`src/tspx_map.svh`:
```
// Register fields, codes and vectors of the pipeline control block
`ifndef TSPX_MAP_SVH
`define TSPX_MAP_SVH
// ****************************************
// Special register select codes
// ****************************************
`define TSPX_SEL_EAR 3'h3
`define TSPX_SEL_ESR 3'h5
`define TSPX_SEL_FSR 3'h7
// ****************************************
// Field positions, bit 0 of a word is its LSB
// ****************************************
`define TSPX_CAUSE_LSB 0
`define TSPX_CAUSE_MSB 4
`define TSPX_DETAIL_LSB 5
`define TSPX_DETAIL_MSB 11
`define TSPX_FSR_MSB 4
// ****************************************
// Cause codes and reset values
// ****************************************
`define TSPX_EC_NONE 5'h00
`define TSPX_EC_UNALIGN 5'h01
`define TSPX_EC_ILLEGAL 5'h02
`define TSPX_EC_IBUS 5'h03
`define TSPX_EC_DBUS 5'h04
`define TSPX_EC_DIVZERO 5'h05
`define TSPX_EC_FPU 5'h06
`define TSPX_DETAIL_RST 7'h00
`define TSPX_FSR_RST 5'h00
// ****************************************
// Event vectors and fetch step
// ****************************************
`define TSPX_VEC_EXC 32'h00000020
`define TSPX_VEC_BRK 32'h00000018
`define TSPX_VEC_IRQ 32'h00000010
`define TSPX_FETCH_STEP 32'h00000004
`endif

```
`src/tspx_pkg.sv`:
```
// Types shared by the pipeline control block
package tspx_pkg;
  typedef enum logic [1:0] {TSPX_SZ_BYTE = 2'h0, TSPX_SZ_HALF = 2'h1,
    TSPX_SZ_WORD = 2'h2} tspx_size_type;
  typedef enum logic [1:0] {TSPX_FS_IDLE = 2'h1, TSPX_FS_WAIT = 2'h2} tspx_fetch_type;
  typedef enum logic [4:0] {TSPX_EV_NONE = 5'h00, TSPX_EV_EXC = 5'h01,
    TSPX_EV_NMBRK = 5'h02, TSPX_EV_BRK = 5'h04, TSPX_EV_IRQ = 5'h08,
    TSPX_EV_RESET = 5'h10} tspx_event_type;
  typedef struct packed {
    logic valid;
    logic store;
    tspx_size_type size;
    logic [4:0] reg_idx;
    logic [31:0] addr;
    logic [31:0] wdata;
  } tspx_dacc_type;
endpackage

```
`src/tspx_core.sv`:
```
// Three-stage pipeline control with exception and float status
`include "tspx_map.svh"
`timescale 1ns/10ps
`default_nettype none
module tspx_core #(
  parameter int PF_DEPTH = 4,
  parameter bit UNALIGN_EXC = 1'b1,
  parameter logic [2:0] IF_PRESENT = 3'h7,
  parameter logic [2:0][31:0] MAP_BASE = {32'h40000000, 32'h80000000, 32'h00000000},
  parameter logic [2:0][31:0] MAP_MASK = {32'hC0000000, 32'h80000000, 32'hC0000000}
) (
  input wire logic clk,
  input wire logic rst_n,
  output logic imem_req,
  output logic [31:0] imem_addr,
  input wire logic imem_ack,
  input wire logic [31:0] imem_data,
  input wire logic imem_err,
  output logic dec_valid,
  output logic [31:0] dec_insn,
  output logic ex_valid,
  output logic [31:0] ex_insn,
  output logic [31:0] ex_pc,
  output logic ex_kill,
  input wire logic ex_busy,
  input wire logic br_taken,
  input wire logic br_delay,
  input wire logic [31:0] br_target,
  input wire logic ex_illegal,
  input wire logic ex_divzero,
  input wire logic fpu_exc,
  input wire logic [4:0] fpu_flags,
  input wire tspx_pkg::tspx_dacc_type ex_dacc,
  output logic [2:0] d_req,
  output logic [2:0] d_abort,
  output logic [31:0] d_addr,
  output logic [3:0] d_be,
  output logic d_we,
  output logic [31:0] d_wdata,
  input wire logic [2:0] d_ack,
  input wire logic [2:0] d_err,
  input wire logic exc_en,
  input wire logic brk_busy,
  input wire logic irq_en,
  input wire logic nm_brk,
  input wire logic brk,
  input wire logic irq,
  input wire logic [2:0] spr_sel,
  input wire logic spr_we,
  input wire logic [31:0] spr_wdata,
  output logic [31:0] spr_rdata,
  output logic evt_take,
  output tspx_pkg::tspx_event_type evt_kind,
  output logic [31:0] evt_ret_pc
);
  import tspx_pkg::*;

  // ****************************************
  // Reset release
  // ****************************************
  logic rs1_r;
  logic rs2_r;
  wire rst_sync_n = rs2_r;
  always_ff @(posedge clk or negedge rst_n)
  begin
    if (!rst_n)
    begin
      rs1_r <= 1'b0;
      rs2_r <= 1'b0;
    end
    else
    begin
      rs1_r <= 1'b1;
      rs2_r <= rs1_r;
    end
  end

  // Big-endian lanes: byte offset 0 is the most significant byte
  function automatic logic [3:0] lane_of(tspx_size_type sz, logic [1:0] off);
    unique case (sz)
      TSPX_SZ_WORD: lane_of = 4'hF;
      TSPX_SZ_HALF: lane_of = off[1] ? 4'h3 : 4'hC;
      default: lane_of = 4'h8 >> off;
    endcase
  endfunction

  // ****************************************
  // Pipeline state
  // ****************************************
  tspx_fetch_type fs_r;
  logic [31:0] pc_r;
  logic [31:0] req_addr_r;
  logic drop_r;
  logic dec_valid_r;
  logic [31:0] dec_insn_r;
  logic [31:0] dec_pc_r;
  logic dec_ierr_r;
  logic ex_valid_r;
  logic [31:0] ex_insn_r;
  logic [31:0] ex_pc_r;
  logic ex_ierr_r;
  logic pf_in_ready;
  logic pf_out_valid;
  logic [64:0] pf_out_data;
  logic dpend_r;
  logic [2:0] d_req_r;
  logic [31:0] d_addr_r;
  logic [3:0] d_be_r;
  logic d_we_r;
  logic [31:0] d_wdata_r;
  logic [2:0] owner;
  logic [4:0] cause_r;
  logic [6:0] detail_r;
  logic [31:0] ear_r;
  logic [4:0] fsr_r;
  logic [31:0] spr_rdata_r;
  logic evt_take_r;
  tspx_event_type evt_kind_r;
  logic [31:0] evt_ret_r;

  // ****************************************
  // Data access checks and speculative issue
  // ****************************************
  wire acc_on = ex_valid_r & ex_dacc.valid;
  wire mis_word = (ex_dacc.size == TSPX_SZ_WORD) & (ex_dacc.addr[1:0] != 2'h0);
  wire mis_half = (ex_dacc.size == TSPX_SZ_HALF) & ex_dacc.addr[0];
  wire mis = acc_on & UNALIGN_EXC & (mis_word | mis_half);
  // Owner is only known the cycle after the request pulse
  wire d_resolve = |d_req_r;
  wire d_res = dpend_r & ~d_resolve;
  wire d_hit = |(d_ack & owner);
  wire d_bad = |(d_err & owner) | (owner == 3'h0);
  wire dbus_fail = d_res & d_bad;
  wire dfin = d_res & (d_hit | d_bad);

  // ****************************************
  // Event selection
  // ****************************************
  wire exc_raw = (ex_valid_r & (ex_ierr_r | ex_illegal | ex_divzero | fpu_exc)) | mis | dbus_fail;
  wire evt_exc = exc_raw & exc_en & ~brk_busy;
  wire issue_now = acc_on & ~dpend_r & ~evt_exc & ~mis;
  wire stall = ex_busy | issue_now | (dpend_r & ~dfin);
  wire advance = ~stall;
  wire evt_nm = nm_brk & advance & ~evt_exc;
  wire evt_brk = brk & ~brk_busy & advance & ~evt_exc & ~nm_brk;
  wire evt_irq = irq & irq_en & ~brk_busy & advance & ~evt_exc & ~nm_brk & ~brk;
  wire evt_go = evt_exc | evt_nm | evt_brk | evt_irq;
  wire br_nd_go = ex_valid_r & br_taken & ~br_delay & advance & ~evt_go;
  wire br_dly_go = ex_valid_r & br_taken & br_delay & advance & ~evt_go;
  wire flush_all = evt_go | br_nd_go;
  wire redirect = flush_all | br_dly_go;
  wire [31:0] evt_vec = evt_exc ? `TSPX_VEC_EXC : (evt_irq ? `TSPX_VEC_IRQ : `TSPX_VEC_BRK);
  wire [31:0] new_pc = evt_go ? evt_vec : {br_target[31:2], 2'h0};
  wire tspx_event_type kind_now = evt_exc ? TSPX_EV_EXC : evt_nm ? TSPX_EV_NMBRK :
    evt_brk ? TSPX_EV_BRK : evt_irq ? TSPX_EV_IRQ : TSPX_EV_NONE;

  // ****************************************
  // Fetch and prefetch buffer
  // ****************************************
  wire f_issue = (fs_r == TSPX_FS_IDLE) & pf_in_ready & ~redirect;
  wire f_push = (fs_r == TSPX_FS_WAIT) & imem_ack & ~drop_r & ~redirect;
  wire pf_pop = advance & ~redirect & pf_out_valid;

  tspx_prefetch #(
    .W(65),
    .DEPTH(PF_DEPTH)
  ) u_prefetch (
    .clk(clk),
    .rst_n(rst_sync_n),
    .flush(redirect),
    .in_valid(f_push),
    .in_ready(pf_in_ready),
    .in_data({imem_err, req_addr_r, imem_data}),
    .out_valid(pf_out_valid),
    .out_ready(pf_pop),
    .out_data(pf_out_data)
  );

  always_ff @(posedge clk or negedge rst_sync_n)
  begin
    if (!rst_sync_n)
    begin
      fs_r <= TSPX_FS_IDLE;
      pc_r <= 32'h00000000;
      req_addr_r <= 32'h00000000;
      drop_r <= 1'b0;
    end
    else
    begin
      unique case (fs_r)
        TSPX_FS_IDLE: fs_r <= f_issue ? TSPX_FS_WAIT : TSPX_FS_IDLE;
        TSPX_FS_WAIT: fs_r <= imem_ack ? TSPX_FS_IDLE : TSPX_FS_WAIT;
      endcase
      // Word left in flight at a redirect belongs to the old path
      drop_r <= (fs_r == TSPX_FS_WAIT) & ~imem_ack & (drop_r | redirect);
      if (f_issue)
        req_addr_r <= pc_r;
      if (redirect)
        pc_r <= new_pc;
      else if (f_issue)
        pc_r <= pc_r + `TSPX_FETCH_STEP;
    end
  end

  // ****************************************
  // Decode and execute stages
  // ****************************************
  always_ff @(posedge clk or negedge rst_sync_n)
  begin
    if (!rst_sync_n)
    begin
      dec_valid_r <= 1'b0;
      dec_insn_r <= 32'h00000000;
      dec_pc_r <= 32'h00000000;
      dec_ierr_r <= 1'b0;
      ex_valid_r <= 1'b0;
      ex_insn_r <= 32'h00000000;
      ex_pc_r <= 32'h00000000;
      ex_ierr_r <= 1'b0;
    end
    else
    begin
      if (redirect)
        dec_valid_r <= 1'b0;
      else if (advance)
      begin
        dec_valid_r <= pf_out_valid;
        dec_ierr_r <= pf_out_data[64];
        dec_pc_r <= pf_out_data[63:32];
        dec_insn_r <= pf_out_data[31:0];
      end
      if (flush_all)
        ex_valid_r <= 1'b0;
      else if (advance)
      begin
        ex_valid_r <= dec_valid_r;
        ex_ierr_r <= dec_ierr_r;
        ex_pc_r <= dec_pc_r;
        ex_insn_r <= dec_insn_r;
      end
    end
  end

  // ****************************************
  // Data side: all interfaces at once
  // ****************************************
  tspx_route #(
    .PRESENT(IF_PRESENT),
    .BASE(MAP_BASE),
    .MASK(MAP_MASK)
  ) u_route (
    .clk(clk),
    .rst_n(rst_sync_n),
    .start(d_resolve),
    .addr(d_addr_r),
    .owner(owner),
    .abort(d_abort)
  );

  always_ff @(posedge clk or negedge rst_sync_n)
  begin
    if (!rst_sync_n)
    begin
      dpend_r <= 1'b0;
      d_req_r <= 3'h0;
      d_addr_r <= 32'h00000000;
      d_be_r <= 4'h0;
      d_we_r <= 1'b0;
      d_wdata_r <= 32'h00000000;
    end
    else
    begin
      dpend_r <= issue_now | (dpend_r & ~dfin);
      d_req_r <= issue_now ? IF_PRESENT : 3'h0;
      if (issue_now)
      begin
        d_addr_r <= ex_dacc.addr;
        d_be_r <= lane_of(ex_dacc.size, ex_dacc.addr[1:0]);
        d_we_r <= ex_dacc.store;
        unique case (ex_dacc.size)
          TSPX_SZ_WORD: d_wdata_r <= ex_dacc.wdata;
          TSPX_SZ_HALF: d_wdata_r <= {2{ex_dacc.wdata[15:0]}};
          default: d_wdata_r <= {4{ex_dacc.wdata[7:0]}};
        endcase
      end
    end
  end

  // ****************************************
  // Exception status, address and float status
  // ****************************************
  wire fsr_wr = spr_we & (spr_sel == `TSPX_SEL_FSR);
  wire [4:0] cause_now = (ex_valid_r & ex_ierr_r) ? `TSPX_EC_IBUS :
    (ex_valid_r & ex_illegal) ? `TSPX_EC_ILLEGAL : mis ? `TSPX_EC_UNALIGN :
    dbus_fail ? `TSPX_EC_DBUS : (ex_valid_r & ex_divzero) ? `TSPX_EC_DIVZERO : `TSPX_EC_FPU;
  wire cause_unal = cause_now == `TSPX_EC_UNALIGN;
  wire [6:0] detail_now = cause_unal ? {mis_word, ex_dacc.store, ex_dacc.reg_idx} :
    `TSPX_DETAIL_RST;
  wire [31:0] ear_now = cause_unal ? ex_dacc.addr : (dbus_fail ? d_addr_r : 32'h00000000);

  always_ff @(posedge clk or negedge rst_sync_n)
  begin
    if (!rst_sync_n)
    begin
      cause_r <= `TSPX_EC_NONE;
      detail_r <= `TSPX_DETAIL_RST;
      ear_r <= 32'h00000000;
      fsr_r <= `TSPX_FSR_RST;
    end
    else
    begin
      // Software writes never reach cause or detail
      if (evt_exc)
      begin
        cause_r <= cause_now;
        detail_r <= detail_now;
        ear_r <= ear_now;
      end
      // Flag set wins over a software write in the same cycle
      fsr_r <= (fsr_wr ? spr_wdata[`TSPX_FSR_MSB:0] : fsr_r) | fpu_flags;
    end
  end

  // ****************************************
  // Special register read and event report
  // ****************************************
  wire [31:0] esr_word = {20'h00000, detail_r, cause_r};
  wire [31:0] rd_mux = (spr_sel == `TSPX_SEL_ESR) ? esr_word :
    (spr_sel == `TSPX_SEL_FSR) ? {27'h0000000, fsr_r} :
    (spr_sel == `TSPX_SEL_EAR) ? ear_r : 32'h00000000;

  always_ff @(posedge clk or negedge rst_sync_n)
  begin
    if (!rst_sync_n)
    begin
      spr_rdata_r <= 32'h00000000;
      evt_take_r <= 1'b0;
      evt_kind_r <= TSPX_EV_NONE;
      evt_ret_r <= 32'h00000000;
    end
    else
    begin
      spr_rdata_r <= rd_mux;
      evt_take_r <= evt_go;
      evt_kind_r <= kind_now;
      evt_ret_r <= evt_go ? dec_pc_r : evt_ret_r;
    end
  end

  assign imem_req = fs_r == TSPX_FS_WAIT;
  assign imem_addr = {req_addr_r[31:2], 2'h0};
  assign dec_valid = dec_valid_r;
  assign dec_insn = dec_insn_r;
  assign ex_valid = ex_valid_r;
  assign ex_insn = ex_insn_r;
  assign ex_pc = ex_pc_r;
  assign ex_kill = evt_exc;
  assign d_req = d_req_r;
  assign d_addr = d_addr_r;
  assign d_be = d_be_r;
  assign d_we = d_we_r;
  assign d_wdata = d_wdata_r;
  assign spr_rdata = spr_rdata_r;
  assign evt_take = evt_take_r;
  assign evt_kind = evt_kind_r;
  assign evt_ret_pc = evt_ret_r;
endmodule // tspx_core
`default_nettype wire

```
`src/tspx_prefetch.sv`:
```
// Prefetch buffer between instruction fetch and decode
`timescale 1ns/10ps
`default_nettype none
module tspx_prefetch #(
  parameter int W = 65,
  parameter int DEPTH = 4
) (
  input wire logic clk,
  input wire logic rst_n,
  input wire logic flush,
  input wire logic in_valid,
  output logic in_ready,
  input wire logic [W-1:0] in_data,
  output logic out_valid,
  input wire logic out_ready,
  output logic [W-1:0] out_data
);
  localparam int AW = $clog2(DEPTH);
  logic [W-1:0] mem_r [DEPTH];
  logic [AW-1:0] wp_r;
  logic [AW-1:0] rp_r;
  logic [AW:0] cnt_r;
  wire push = in_valid & in_ready;
  wire pop = out_valid & out_ready;
  assign in_ready = cnt_r != (AW+1)'(DEPTH);
  assign out_valid = cnt_r != '0;
  assign out_data = mem_r[rp_r];
  always_ff @(posedge clk or negedge rst_n)
  begin
    if (!rst_n)
    begin
      wp_r <= '0;
      rp_r <= '0;
      cnt_r <= '0;
    end
    else if (flush)
    begin
      wp_r <= '0;
      rp_r <= '0;
      cnt_r <= '0;
    end
    else
    begin
      wp_r <= wp_r + AW'(push);
      rp_r <= rp_r + AW'(pop);
      cnt_r <= cnt_r + (AW+1)'(push) - (AW+1)'(pop);
    end
  end
  always_ff @(posedge clk)
  begin
    if (push)
      mem_r[wp_r] <= in_data;
  end
endmodule // tspx_prefetch
`default_nettype wire

```
`src/tspx_route.sv`:
```
// Data interface owner resolution and abort of the losers
`timescale 1ns/10ps
`default_nettype none
module tspx_route #(
  parameter logic [2:0] PRESENT = 3'h7,
  parameter logic [2:0][31:0] BASE = '0,
  parameter logic [2:0][31:0] MASK = '0
) (
  input wire logic clk,
  input wire logic rst_n,
  input wire logic start,
  input wire logic [31:0] addr,
  output logic [2:0] owner,
  output logic [2:0] abort
);
  logic [2:0] hit;
  logic [2:0] owner_r;
  logic [2:0] abort_r;
  // Maps never overlap, so at most one hit
  for (genvar i = 0; i < 3; i++)
  begin : g_map
    assign hit[i] = PRESENT[i] & ((addr & MASK[i]) == BASE[i]);
  end
  always_ff @(posedge clk or negedge rst_n)
  begin
    if (!rst_n)
    begin
      owner_r <= 3'h0;
      abort_r <= 3'h0;
    end
    else
    begin
      owner_r <= start ? hit : owner_r;
      abort_r <= start ? (PRESENT & ~hit) : 3'h0;
    end
  end
  assign owner = owner_r;
  assign abort = abort_r;
endmodule // tspx_route
`default_nettype wire
```
`config.mk`:
```
export PLATFORM = sky130hd
export DESIGN_NAME = tspx_core
export DESIGN_NICKNAME = d
export VERILOG_FILES = /design/src/tspx_pkg.sv /design/src/tspx_core.sv /design/src/tspx_prefetch.sv /design/src/tspx_route.sv
export VERILOG_INCLUDE_DIRS = /design/src
export SDC_FILE = /design/constraint.sdc
export NUM_CORES = 1
export LEC_CHECK = 0
export ABC_AREA = 1
export BUFFER_PORTS_ARGS = -buffer_cell sky130_fd_sc_hd__clkbuf_2
export CORE_MARGIN = 3
export CORE_UTILIZATION = 35
export DETAILED_ROUTE_END_ITERATION = 10
export SETUP_SLACK_MARGIN = 0.4
export SKIP_CTS_REPAIR_TIMING = 1
export SYNTH_ARGS = -nofsm -noshare
export SYNTH_HDL_FRONTEND = slang
export SYNTH_SLANG_ARGS = --single-unit
```
`constraint.sdc`:
```
create_clock -name clk -period 25.8 [get_ports clk]
set_input_delay 6.45 -clock clk [delete_from_list [all_inputs] [get_ports clk]]
set_output_delay 6.45 -clock clk [all_outputs]
set_load 0.02 [all_outputs]
```
==> impl_results.md <==
* GR Overflow Total at 0
* Share of cells above drive strength 1 at 0.204
* Worst hold path class: reg -> reg
* Worst Reg2Reg Path Length in Cells at 19
* Final setup vio count at 0
* Min Clock Period, post-route at 14.41 ns
* CP startpoint: d_err[0]
* Rel. slew slack at 0.250
* Seq/Total Area, Yosys at 0.668
* Vias in the first global route at 18.2k
* Combinational family with the most area after synthesis: simple AND/OR/NAND/NOR gates
* Part of the power in registers at 0.417
* Mux cell area share after synthesis at 0
* Final Hold Violating Endpoints at 0
* XOR/XNOR Fraction of Synth Area at 0.00877
* Largest net degree at the start of global routing at 127
* First-pass GRT wire length at 112000 um
* P_sw at 0.00144 W
* Ys Warns at 0
* Share of total power in combinational logic at 0.313
* CP arrival at 7.96 ns
* Maximum vdd drop at 0.0437 mV
* Area grow syn2layout at 20.8%
* Starting density of the core at 0.355
* CP max stage cell: nor2_4
* Slew of the pin with the lowest slew margin at 1.12 ns
* Final HPWL DP at 48200 um
* Max_cap viols at 0
* Final wirelength at 73400 um
* Setup Crit Path Kind: in -> out
* Initial DRT Pass Iterations at 7
* Status: completed
* Leak at 14.3 nW
* Compound-Gate Fraction of Synth Area at 0.101
* Synth cell types at 45
* Synth top area cells: dfrtp_1 38%, edfxtp_1 29%, nand2_1 11%, nand3_1 3.1%, o21ai_0 2.7%
* Reg clk slew, reported paths at 0.05 ns
* Synthesized cell area at 0.0260 mm^2
* Chip width at 278 um
* Worst path cell trace: clkbuf_2 > nand2_1 > nand3_1 > nor2_1 > nor2_4 > nor2_1 > nor2_4 > clkbuf_2
* Initial drt markers at 1361
* Critical path's largest stage delay at 0.66 ns
* Clk_skew at 0.0240 ns
* Cell Pwr Density at 119 mW/mm^2
* Vias at 19.2k
* Initial antenna violation count at 5
* Critical R2R Launch: u_route.owner[0]$_DFFE_PN0P_
* CTS tree: yes
* Clock share of power at 0.270
* Via/cell ratio at 4.90
* Gpl congestion at 0.852
* Crit path depth at 8
* Worst R2R Setup Slack at 20.46 ns
* Post-synth top area share at 0.376
* Crit path capture type: output port
* Post-Syn Instances at 2509
* Clk_lat worst skew at 0.60 ns
* Post-synthesis sequential element count at 643
* Final Slew Violations at 0
* Clk sink count at 643
* Die H at 278 um
* Max H-tree Level at 3
* Port bufs at 440
* Drt wl/cell at 18.7 um
* CP max FO at 32
* WP buf/inv at 2
* Syn avg cell area at 10.4 um^2
* Power, Total at 0.00373 W
* Fin crit share at 0.559
* Internal power at 0.00229 W
* Simple-gate share of the synthesized area at 0.169
* Core Area at 0.0732 mm^2
* Site Rows at 99
* Clock Path Buffers at 3
* Fmax at 69.4 MHz
* Root buf cell: clkbuf_16
* Post-synthesis adder-cell area fraction at 0.00414
* Sum Neg Setup Slack at 0 ns
* Drt drc at 0
* CTS Buf Count at 70
* Switching share of power at 0.385
* Data required, critical path at 19.35 ns
* Die area at 0.0775 mm^2
* CP Capture Point: ex_kill
* Final net count at 3109
* Startpoint types: primary input
* Gr usage total at 0.186
* Io pins at 477
* Cell family contributing the most delay on the critical path: simple AND/OR/NAND/NOR gates
* RSZ-0062 raised after global routing: false
* Synth area leader: dfrtp_1
* Final ANT Viol Nets at 0
* Reg2Reg Capture Point: u_prefetch.cnt_r[2]$_DFF_PN0_
==> per-stage QoR <==
| step | worst slack [ns] | hold WS [ns] | cells | instance area (um^2) | utilization |
|---|---|---|---|---|---|
| detailed placement | 11.36 | 0.336 | 3788 | 29000 | 0.396 |
| global route | 11.22 | 0.353 | 3919 | 31400 | 0.429 |
| global placement | 11.35 | 0.336 | 3788 | 29000 | 0.396 |
| finish | 11.39 | 0.350 | 3919 | 31400 | 0.429 |
| floorplan | 11.30 | 0.331 | 2515 | 26000 | - |
| CTS | 11.38 | 0.348 | 3916 | 31400 | 0.429 |
==> how the worst min path moves through the flow <==
| stage | start | endpoint | slack (ns) | depth (start not counted) |
|---|---|---|---|---|
| after global routing | rs1_r$_DFF_PN0_ | rs2_r$_DFF_PN0_ | 0.35 | 0 |
| after CTS | rs1_r$_DFF_PN0_ | rs2_r$_DFF_PN0_ | 0.35 | 0 |
| after floorplan | rs1_r$_DFF_PN0_ | rs2_r$_DFF_PN0_ | 0.33 | 0 |
| after detailed placement | rs1_r$_DFF_PN0_ | rs2_r$_DFF_PN0_ | 0.34 | 0 |
| final | rs1_r$_DFF_PN0_ | rs2_r$_DFF_PN0_ | 0.35 | 0 |
| after global placement | rs1_r$_DFF_PN0_ | rs2_r$_DFF_PN0_ | 0.34 | 0 |
==> state kept, by name (all words and copies together) (netlist names), 2 cells and up <==
name,flops
fs_r,2
spr_rdata,32
ear_r,32
u_prefetch.mem_r,252
pc_r,30
evt_ret_pc,30
d_wdata,32
detail_r,7
d_be,4
u_prefetch.wp_r,2
dec_pc_r,30
u_prefetch.cnt_r,3
u_route.owner,3
req_addr_r,30
evt_kind,4
u_prefetch.rp_r,2
ex_insn,32
cause_r,3
ex_pc,30
u_route.abort,3
fsr_r,5
d_addr,32
dec_insn,32
==> cell families after synthesis <==
group | count (synthesis)
AOI/OAI and AO/OA | 437
xor gates and xnor gates | 26
adders and majority gates | 8
buffers and inverters | 312
DFF | 643
other | 2
and+or+nand+nor | 1081
==> synth_stat cells <==
library cell  count
nor2_8            1
dfstp_2           1
inv_2             4
o221ai_1          3
xor2_1           22
conb_1            2
o21ai_0         141
a31oi_1          14
fa_1              1
xnor2_1           4
nand3b_1          2
nor2_1          101
nand3_4           1
nor4_1            3
nand3_2           1
nand3_1         162
buf_4            11
nor3b_1           1
buf_1             9
a41oi_2           1
buf_2            21
inv_1           153
a21oi_1          98
nor3_1           23
nand4_1           9
o31ai_1           1
nand2_2           4
a41oi_1           8
clkbuf_1        108
o21ai_1          79
nand2_1         768
o211ai_1          3
nor2_2            1
nand2_4           2
edfxtp_1        252
a32o_1           63
o22ai_1          22
buf_6             3
clkinv_1          3
a22oi_1           1
dfrtp_1         390
o21bai_1          1
or2_2             2
ha_1              7
o21ai_2           2
==> layout by cell type (no fill, tap or decap), types with 3 or more instances in the layout <==
cell type	Yosys	layout
nand2_1	768	767
clkbuf_2	0	440
dfrtp_1	390	388
edfxtp_1	252	252
nand3_1	162	161
inv_1	153	152
o21ai_0	141	141
a21oi_1	98	98
nor2_1	101	96
o21ai_1	79	79
clkbuf_16	0	76
a32o_1	63	63
buf_4	11	25
o22ai_1	22	22
xor2_1	22	22
nor3_1	23	21
clkbuf_1	108	19
a31oi_1	14	14
clkbuf_8	0	10
nand4_1	9	9
a41oi_1	8	8
conb_1	2	8
ha_1	7	7
clkinv_2	0	7
clkinv_1	3	6
nor2_4	0	5
nand2_2	4	4
xnor2_1	4	4
clkinv_4	0	4
diode_2	0	3
inv_2	4	3
nand2_4	2	3
o221ai_1	3	3
o211ai_1	3	3
nor4_1	3	3
clkinv_8	0	3
==> power groups by stage <==
stage / clock network, W / registers [W] / logic (W)
3_3_place_gp: 0 / 0.00157 / 0.00117
6_report: 0.00101 / 0.00156 / 0.00117
4_1_cts: 0.00104 / 0.00156 / 0.00118
2_1_floorplan: 0 / 0.00171 / 0.000581
5_1_grt: 0.00108 / 0.00159 / 0.00130
3_5_place_dp: 0 / 0.00158 / 0.00118
==> final cells by class <==
type                       count  area (um^2)
antenna                        3         7.51
clock buffer                 105         2110
clock inverter                23          246
fill                        7006        41800
inverter                     160          606
multi-input combinational   1560         7450
sequential                   643        17400
tap                          959         1200
timing repair buffer         466         2410
==> metal layers <==
layer  wire [um]  vias up  part of all wire  track usage
met5           8        -           0.00011            0
met4        2510        2             0.034       0.0782
met1       31400     9365              0.43        0.243
met3        3970      126             0.054       0.0385
li1            -     9245                 -            -
met2       35500      462              0.48        0.301
Note: power is estimated with default switching activity, not from simulation.
